===== config.mk =====
export PLATFORM = sky130hd
export DESIGN_NAME = cfsr_regs
export DESIGN_NICKNAME = d
export VERILOG_FILES = /design/src/verilog/cfsr_pkg.sv /design/src/verilog/cfsr_rdmux.sv /design/src/verilog/cfsr_regs.sv
export SDC_FILE = /design/constraint.sdc
export NUM_CORES = 1
export LEC_CHECK = 0
export BUFFER_PORTS_ARGS = -buffer_cell sky130_fd_sc_hd__buf_2
export CORE_MARGIN = 3
export CORE_UTILIZATION = 55
export DETAILED_ROUTE_END_ITERATION = 12
export GPL_TIMING_DRIVEN = 0
export PLACE_DENSITY = 0.86
export RECOVER_POWER = 100
export SYNTH_ARGS = -nofsm -noshare
export SYNTH_HDL_FRONTEND = slang
export SYNTH_HIERARCHICAL = 1
export SYNTH_SLANG_ARGS = --single-unit

===== constraint.sdc =====
create_clock -name mclk_i -period 3.75 [get_ports mclk_i]
set_input_delay 0.75 -clock mclk_i [delete_from_list [all_inputs] [get_ports mclk_i]]
set_output_delay 0.75 -clock mclk_i [all_outputs]
set_load 0.01 [all_outputs]

===== src/verilog/cfsr_pkg.sv =====
// Package of offsets, field positions and types for the camera feature and status register bank
package cfsr_pkg;

    // ==========================================================
    // Register offsets (byte addresses, word aligned)
    localparam int CFSR_AW = 12;
    localparam logic [11:0] CFSR_OFS_TRG_LAT_CAP = 12'h534;
    localparam logic [11:0] CFSR_OFS_RSVD_HI_FIRST = 12'h538;
    localparam logic [11:0] CFSR_OFS_RSVD_HI_LAST = 12'h57C;
    localparam logic [11:0] CFSR_OFS_ZOOM_CAP = 12'h580;
    localparam logic [11:0] CFSR_OFS_PAN_CAP = 12'h584;
    localparam logic [11:0] CFSR_OFS_TILT_CAP = 12'h588;
    localparam logic [11:0] CFSR_OFS_LENS_FILTER_CAP = 12'h58C;
    localparam logic [11:0] CFSR_OFS_GRAB_DIM_CAP = 12'h5C0;
    localparam logic [11:0] CFSR_OFS_GRAB_FID_CAP = 12'h5C4;
    localparam logic [11:0] CFSR_OFS_FRAME_RATE = 12'h600;
    localparam logic [11:0] CFSR_OFS_VIDEO_MODE = 12'h604;
    localparam logic [11:0] CFSR_OFS_VIDEO_FORMAT = 12'h608;
    localparam logic [11:0] CFSR_OFS_ISO_CHAN_SPEED = 12'h60C;
    localparam logic [11:0] CFSR_OFS_SUPPLY_UNUSED = 12'h610;
    localparam logic [11:0] CFSR_OFS_CAPTURE_EN = 12'h614;
    localparam logic [11:0] CFSR_OFS_STORE_UNUSED = 12'h618;
    localparam logic [11:0] CFSR_OFS_SHOT_CTRL = 12'h61C;
    localparam logic [11:0] CFSR_OFS_STORE_CH_UNUSED = 12'h620;
    localparam logic [11:0] CFSR_OFS_ACT_CH_UNUSED = 12'h624;
    localparam logic [11:0] CFSR_OFS_FMT_ERR = 12'h628;
    localparam logic [11:0] CFSR_OFS_SW_TRIGGER = 12'h62C;

    // ==========================================================
    // Field positions as vector indices, not hardware numbering; hardware bit 0 of a word is bit 31 here
    localparam int CFSR_POS_PRESENT = 31;
    localparam int CFSR_POS_ABS = 30;
    localparam int CFSR_POS_ONE_PUSH = 28;
    localparam int CFSR_POS_READOUT = 27;
    localparam int CFSR_POS_ON_OFF = 26;
    localparam int CFSR_POS_AUTO = 25;
    localparam int CFSR_POS_MANUAL = 24;
    localparam int CFSR_MIN_LSB = 12;
    localparam int CFSR_MAX_LSB = 0;
    localparam int CFSR_CODE_LSB = 29;
    localparam int CFSR_CHAN_LSB = 28;
    localparam int CFSR_SPEED_LSB = 24;
    localparam int CFSR_FLAG_POS = 31;

    // ==========================================================
    // Values after reset
    localparam logic [2:0] CFSR_RST_CODE = 3'h0;
    localparam logic [3:0] CFSR_RST_CHAN = 4'h0;
    localparam logic [1:0] CFSR_RST_SPEED = 2'h0;
    localparam logic [31:0] CFSR_RST_SHOT = 32'h0;

    // ==========================================================
    // Types
    typedef enum logic [1:0] {
        CFSR_TRG_IDLE = 2'b01,
        CFSR_TRG_ON = 2'b10
    } cfsr_trg_t;

    typedef struct packed {
        logic [2:0] frame_rate;
        logic [2:0] video_mode;
        logic [2:0] video_format;
        logic [3:0] iso_chan;
        logic [1:0] iso_speed;
        logic capture_en;
        logic [31:0] shot_ctrl;
        cfsr_trg_t trg;
        logic fmt_err;
        logic [31:0] rdata;
        logic rvalid;
        logic err;
    } cfsr_state_t;

    function automatic logic [31:0] cfsr_cap_word(input logic present, input logic abs_ctl,
                                                  input logic one_push, input logic readout,
                                                  input logic on_off, input logic auto_ctl,
                                                  input logic manual, input logic [11:0] min_v,
                                                  input logic [11:0] max_v);
        logic [31:0] w;
        w = 32'h0;
        w[CFSR_POS_PRESENT] = present;
        w[CFSR_POS_ABS] = abs_ctl;
        w[CFSR_POS_ONE_PUSH] = one_push;
        w[CFSR_POS_READOUT] = readout;
        w[CFSR_POS_ON_OFF] = on_off;
        w[CFSR_POS_AUTO] = auto_ctl;
        w[CFSR_POS_MANUAL] = manual;
        w[CFSR_MIN_LSB +: 12] = min_v;
        w[CFSR_MAX_LSB +: 12] = max_v;
        return w;
    endfunction

endpackage


===== src/verilog/cfsr_rdmux.sv =====
// Read data selection for the camera feature and status register bank
`timescale 1ns/100ps
module cfsr_rdmux
    import cfsr_pkg::*;
#(
    parameter logic [31:0] CAP_WORD = 32'h0
)
(
    input wire logic [11:0] addr_i,
    input wire logic [2:0] frame_rate_i,
    input wire logic [2:0] video_mode_i,
    input wire logic [2:0] video_format_i,
    input wire logic [3:0] iso_chan_i,
    input wire logic [1:0] iso_speed_i,
    input wire logic capture_en_i,
    input wire logic [31:0] shot_ctrl_i,
    input wire logic fmt_err_i,
    input wire logic busy_i,
    output logic [31:0] rdata_o
);

    // ==========================================================
    // Decode; inquiry words other than trigger latency, and reserved space, fall to zero
    always_comb
    begin
        rdata_o = 32'h0;
        case (addr_i)
            CFSR_OFS_TRG_LAT_CAP: rdata_o = CAP_WORD;
            CFSR_OFS_FRAME_RATE: rdata_o[CFSR_CODE_LSB +: 3] = frame_rate_i;
            CFSR_OFS_VIDEO_MODE: rdata_o[CFSR_CODE_LSB +: 3] = video_mode_i;
            CFSR_OFS_VIDEO_FORMAT: rdata_o[CFSR_CODE_LSB +: 3] = video_format_i;
            CFSR_OFS_ISO_CHAN_SPEED:
            begin
                rdata_o[CFSR_CHAN_LSB +: 4] = iso_chan_i;
                rdata_o[CFSR_SPEED_LSB +: 2] = iso_speed_i;
            end
            CFSR_OFS_CAPTURE_EN: rdata_o[CFSR_FLAG_POS] = capture_en_i;
            CFSR_OFS_SHOT_CTRL: rdata_o = shot_ctrl_i;
            CFSR_OFS_FMT_ERR: rdata_o[CFSR_FLAG_POS] = fmt_err_i;
            CFSR_OFS_SW_TRIGGER: rdata_o[CFSR_FLAG_POS] = busy_i;
            default: rdata_o = 32'h0;
        endcase
    end

endmodule


===== src/verilog/cfsr_regs.sv =====
// Camera feature capability, status and control register bank
// Operation
// - Capability bit 0 reports trigger latency present
// - Capability bit 1 reports absolute value control
// - Capability bit 4 reports value readout
// - Capability bit 5 reports on/off switching
// - Bits 6 and 7 report auto, manual control
// - Bits 8-19 minimum, bits 20-31 maximum setting
// - Offsets 538h to 57Ch reserved, read zero
// - Rate, mode, format codes in bits 0-2
// - Channel in bits 0-3, speed 6-7
// - Continuous capture bit 0: 1 starts, 0 stops
// - Trigger word: 1 asserts, 0 withdraws
// - Edge mode self-clears; level needs host 0
// - Trigger read: 0 ready, 1 busy
`timescale 1ns/100ps
module cfsr_regs
    import cfsr_pkg::*;
#(
    parameter logic CAP_PRESENT = 1'b1,
    parameter logic CAP_ABS = 1'b0,
    parameter logic CAP_ONE_PUSH = 1'b0,
    parameter logic CAP_READOUT = 1'b1,
    parameter logic CAP_ON_OFF = 1'b1,
    parameter logic CAP_AUTO = 1'b0,
    parameter logic CAP_MANUAL = 1'b1,
    parameter logic [11:0] CAP_MIN = 12'h000,
    parameter logic [11:0] CAP_MAX = 12'hFFF
)
(
    input wire logic mclk_i,
    input wire logic nrst_i,
    input wire logic [11:0] reg_addr_i,
    input wire logic [31:0] reg_wdata_i,
    input wire logic reg_wr_i,
    input wire logic reg_rd_i,
    input wire logic edge_mode_i,
    input wire logic camera_busy_i,
    input wire logic format_error_i,
    output logic [31:0] reg_rdata_o,
    output logic reg_rvalid_o,
    output logic reg_err_o,
    output logic [2:0] frame_rate_o,
    output logic [2:0] video_mode_o,
    output logic [2:0] video_format_o,
    output logic [3:0] iso_chan_o,
    output logic [1:0] iso_speed_o,
    output logic capture_en_o,
    output logic [31:0] shot_ctrl_o,
    output logic sw_trigger_o
);

    // ==========================================================
    // Capability word, fixed at elaboration
    localparam logic [31:0] CAP_WORD = cfsr_cap_word(CAP_PRESENT, CAP_ABS, CAP_ONE_PUSH, CAP_READOUT,
                                                     CAP_ON_OFF, CAP_AUTO, CAP_MANUAL, CAP_MIN, CAP_MAX);

    if (CAP_MIN > CAP_MAX)
    begin : g_bad_range
        $error("cfsr_regs: minimum setting above maximum");
    end

    // ==========================================================
    // State
    cfsr_state_t cur_ff;
    cfsr_state_t nxt_ff;
    logic aligned;
    logic wr_ok;
    logic busy;
    logic [31:0] rd_word;

    assign aligned = (reg_addr_i[1:0] == 2'b00);
    assign wr_ok = reg_wr_i && aligned;
    // Busy covers both a pending host trigger and the exposure engine
    assign busy = (cur_ff.trg == CFSR_TRG_ON) || camera_busy_i;

    cfsr_rdmux #(
        .CAP_WORD(CAP_WORD)
    ) u_rdmux (
        .addr_i(reg_addr_i),
        .frame_rate_i(cur_ff.frame_rate),
        .video_mode_i(cur_ff.video_mode),
        .video_format_i(cur_ff.video_format),
        .iso_chan_i(cur_ff.iso_chan),
        .iso_speed_i(cur_ff.iso_speed),
        .capture_en_i(cur_ff.capture_en),
        .shot_ctrl_i(cur_ff.shot_ctrl),
        .fmt_err_i(cur_ff.fmt_err),
        .busy_i(busy),
        .rdata_o(rd_word)
    );

    // ==========================================================
    // Next state
    always_comb
    begin
        nxt_ff = cur_ff;
        nxt_ff.fmt_err = format_error_i;
        nxt_ff.err = (reg_wr_i || reg_rd_i) && !aligned;
        nxt_ff.rvalid = reg_rd_i;
        // Misaligned reads answer zero rather than a neighbour's contents
        nxt_ff.rdata = (reg_rd_i && aligned) ? rd_word : 32'h0;
        if (wr_ok)
        begin
            case (reg_addr_i)
                CFSR_OFS_FRAME_RATE: nxt_ff.frame_rate = reg_wdata_i[CFSR_CODE_LSB +: 3];
                CFSR_OFS_VIDEO_MODE: nxt_ff.video_mode = reg_wdata_i[CFSR_CODE_LSB +: 3];
                CFSR_OFS_VIDEO_FORMAT: nxt_ff.video_format = reg_wdata_i[CFSR_CODE_LSB +: 3];
                CFSR_OFS_ISO_CHAN_SPEED:
                begin
                    nxt_ff.iso_chan = reg_wdata_i[CFSR_CHAN_LSB +: 4];
                    nxt_ff.iso_speed = reg_wdata_i[CFSR_SPEED_LSB +: 2];
                end
                CFSR_OFS_CAPTURE_EN: nxt_ff.capture_en = reg_wdata_i[CFSR_FLAG_POS];
                CFSR_OFS_SHOT_CTRL: nxt_ff.shot_ctrl = reg_wdata_i;
                default: nxt_ff.shot_ctrl = cur_ff.shot_ctrl;
            endcase
        end
        // Trigger: a host write wins over the self-clear in the same cycle
        case (cur_ff.trg)
            CFSR_TRG_IDLE:
            begin
                if (wr_ok && reg_addr_i == CFSR_OFS_SW_TRIGGER && reg_wdata_i[CFSR_FLAG_POS])
                begin
                    nxt_ff.trg = CFSR_TRG_ON;
                end
            end
            CFSR_TRG_ON:
            begin
                if (wr_ok && reg_addr_i == CFSR_OFS_SW_TRIGGER)
                begin
                    nxt_ff.trg = reg_wdata_i[CFSR_FLAG_POS] ? CFSR_TRG_ON : CFSR_TRG_IDLE;
                end
                else if (edge_mode_i)
                begin
                    nxt_ff.trg = CFSR_TRG_IDLE;
                end
            end
            default: nxt_ff.trg = CFSR_TRG_IDLE;
        endcase
    end

    always_ff @(posedge mclk_i or negedge nrst_i)
    begin
        if (!nrst_i)
        begin
            cur_ff.frame_rate <= CFSR_RST_CODE;
            cur_ff.video_mode <= CFSR_RST_CODE;
            cur_ff.video_format <= CFSR_RST_CODE;
            cur_ff.iso_chan <= CFSR_RST_CHAN;
            cur_ff.iso_speed <= CFSR_RST_SPEED;
            cur_ff.capture_en <= 1'b0;
            cur_ff.shot_ctrl <= CFSR_RST_SHOT;
            cur_ff.trg <= CFSR_TRG_IDLE;
            cur_ff.fmt_err <= 1'b0;
            cur_ff.rdata <= 32'h0;
            cur_ff.rvalid <= 1'b0;
            cur_ff.err <= 1'b0;
        end
        else
        begin
            cur_ff <= nxt_ff;
        end
    end

    // ==========================================================
    // Outputs
    assign reg_rdata_o = cur_ff.rdata;
    assign reg_rvalid_o = cur_ff.rvalid;
    assign reg_err_o = cur_ff.err;
    assign frame_rate_o = cur_ff.frame_rate;
    assign video_mode_o = cur_ff.video_mode;
    assign video_format_o = cur_ff.video_format;
    assign iso_chan_o = cur_ff.iso_chan;
    assign iso_speed_o = cur_ff.iso_speed;
    assign capture_en_o = cur_ff.capture_en;
    assign shot_ctrl_o = cur_ff.shot_ctrl;
    // One-hot ON bit taken straight from its flop, no decode on the pin
    assign sw_trigger_o = cur_ff.trg[1];

    logic cap_rd;
    assign cap_rd = reg_rd_i && reg_addr_i == CFSR_OFS_TRG_LAT_CAP;
endmodule


==> reports/qor.yml <==
hold_ws_ns: 0.5097
reg2reg_from: "cur_ff[35]"
power.density_nw_per_um2: 332.8
arrival_ns: 3.00
finalSetupViolations: 0
drive_above_1_share_pct: 33.84
wl_met2_mm: 4.853
tns_ns: 0
overflow: 0
die-area_um2: 9193
n_antenna_cell: 0
finalMaxSlewViolations: 32
antenna_left: 0
cts_root_buf: "clkbuf_8"
cap_violations: 1
ys_types: 43
nNetsFinal: 574
cts.reportedPaths.clkPinSlew_ns: 0.08
slew_headroom_pct: -18.45
routed_wl_mm: 9.518
tightest_slew_ns: 1.777
place_area_um2: 5261
cts_buffers: 9
layout_min_cycle_time_ns: 2.778
multi_input_area_um2: 1454
fmax_mhz: 360.0
p_leak_nw: 2.819
place_ws_ns: 1.052
hold_viol_final: 0
crit_required_ns: 3.97
outcome: "finished, violations left"
min_path_type: "in2reg"
dieHeight_um: 95.88
syn-cell-area_um2: 4443
fin_ws_ns: 0.9724
vias: 3034
synth_warnings: 6
row_count: 32
wl_met3_um: 560
avgSynthCellArea_um2: 11.79
end_kind: "flop"
clk_path_buf_depth: 2
die_x_um: 95.88
synthTopCellsByArea: "dfrtp_1 (47%), buf_4 (14%), mux2_4 (10%)"
detail_route.iter0.violations: 81
drt-met1-wl_mm: 3.931
cp_max_fo: 10
ctsHtreeMaxLevel: 3
vdd_ir_drop_max_v: 0.0002122
viasPerCell: 4.831
highest_layer: "met4"
cp-start-kind: "primary input"
grt_pass1_vias: 3008
antenna_found_initial: 0
cts.sinks: 85
yosysTopAreaCellShare_pct: 47.31
gp_congestion: 0.7677
worstSkewPairLatency_ns: 0.35
crit_type: "in2reg"
cts_tree: "built"
synth_top_cell_by_area: "dfrtp_1"
crit_start: "reg_addr_i[7]"
syn-instance-count: 377
min_from: "format_error_i"
final_cells: 628
final.fill_count: 676
avgRoutedWirePerCell_um: 15.16
ios: 134
grt_pass1_wl_mm: 14.72
post_cts_resized: 0
final_cell_mix: "clkbuf_1 (92), dfrtp_1 (84), buf_4 (72)"
placedCellCount: 612
skew_ns: 0.01056
dpl.hpwl_mm: 7.224
postCtsSetupBuffers: 0
start_util_pct: 57.20
ctsHoldBuffers: 0
regArea_um2: 2128
violations: "max-capacitance violations, max-slew violations"
yosysSeqAreaShare_pct: 47.90
post-route-period-util_pct: 74.07
syn_nets: 430
drc_errors: 0
first_pass_iters: 4
ys_ff_latch: 85
track_usage_pct: 21.16
rsz0062_at_grt: "false"
final_common_cell: "clkbuf_1"
grt_max_degree: 55
core_um2: 7767
port_buffers: 132
area_growth_syn_to_layout_pct: 17.35
fin_area_um2: 5214
[synthesized netlist by cell type]
| cell type | n |
|---|---|
| dfrtp_1 | 84 |
| buf_4 | 80 |
| and2_1 | 44 |
| nand2_1 | 33 |
| mux2_4 | 30 |
| mux2_2 | 20 |
| inv_1 | 8 |
| nor2_1 | 8 |
| buf_6 | 7 |
| mux2i_1 | 6 |
| clkbuf_1 | 5 |
| a21oi_1 | 4 |
| nor2b_1 | 4 |
| o21ai_0 | 4 |
| nor3b_1 | 3 |
| and4_1 | 2 |
| buf_2 | 2 |
| ha_1 | 2 |
| nand3_1 | 2 |
| nand4_1 | 2 |
| nand4b_1 | 2 |
| nor4b_1 | 2 |
| nor4b_4 | 2 |
| or3_1 | 2 |
| a211o_1 | 1 |
| a2bb2oi_1 | 1 |
| a31oi_1 | 1 |
| a32oi_1 | 1 |
| and3_1 | 1 |
| and3b_1 | 1 |
| and4b_1 | 1 |
| and4bb_1 | 1 |
| dfstp_2 | 1 |
| mux4_2 | 1 |
| nand2b_1 | 1 |
| nor3_1 | 1 |
| nor4_1 | 1 |
| nor4b_2 | 1 |
| o21ai_2 | 1 |
| o221ai_1 | 1 |
| o22a_1 | 1 |
| o22ai_1 | 1 |
| or2_2 | 1 |
[where the power goes]
group / switching (mW) / leakage [nW] / internal (mW) / total [mW]
Clock: 0.337 / 0.105 / 0.382 / 0.719
Combinational: 0.0561 / 1.54 / 0.0377 / 0.0937
Sequential: 0.00237 / 1.18 / 0.920 / 0.922
Total: 0.395 / 2.82 / 1.34 / 1.74
[flip-flops by register name, summed over array words and instances, names as in the netlist, 2 cells and up]
register and count:
reg_rdata_o 32, shot_ctrl_o 32, iso_chan_o 4, frame_rate_o 3
video_format_o 3, video_mode_o 3, cur_ff 2, iso_speed_o 2
[through the flow]
stage,util (%),total power [mW]
floorplan,-,0.9716
global placement,67.35,1.034
global route,67.12,1.810
CTS,70.60,1.761
detailed placement,67.74,1.042
finish,67.12,1.735
[worst max-delay path, cell delays in order]
cell and delay, ns:
clkbuf_1 0.11, nor4b_1 0.59, nand4b_1 0.25, or3_1 0.35
clkbuf_1 0.19, clkbuf_1 0.34, mux2_1 0.41
[kinds of logic after synthesis]
group           after synthesis  share of synthesized area, %
compound gates               16                         2.366
fa+ha+maj                     2                        0.5631
mux                          57                         17.07
simple gates                115                         15.49
buf+inv                     102                         16.62
flops                        85                         47.90
[per-layer routing]
layer	global-route usage (%)	vias to the layer above
li1	-	1456
met1	25.92	1463
met2	36.88	100
met3	4.222	15
met4	7.820	0
met5	0	-
[cell type report]
type                       instances  share of cell area (%)
inverter                           8                  0.5760
timing repair buffer             133                   11.30
tap                              102                   2.448
sequential                        85                   40.82
clock inverter                     6                   1.824
multi-input combinational        190                   27.89
clock buffer                      10                   2.448
buffer                            94                   12.69
[path summary, 6_finish.rpt]
kind,endpoint,slack [ns],cells after the start
max,shot_ctrl_o[29],0.97,7
min,cur_ff[34],0.51,1
max reg2reg,reg_rdata_o[31],1.61,8
min reg2reg,shot_ctrl_o[14],0.52,1
max in group asynchronous,video_mode_o[0],1.85,1
min in group asynchronous,reg_rdata_o[9],0.86,1
No activity file was read; power rests on OpenSTA's default activity.
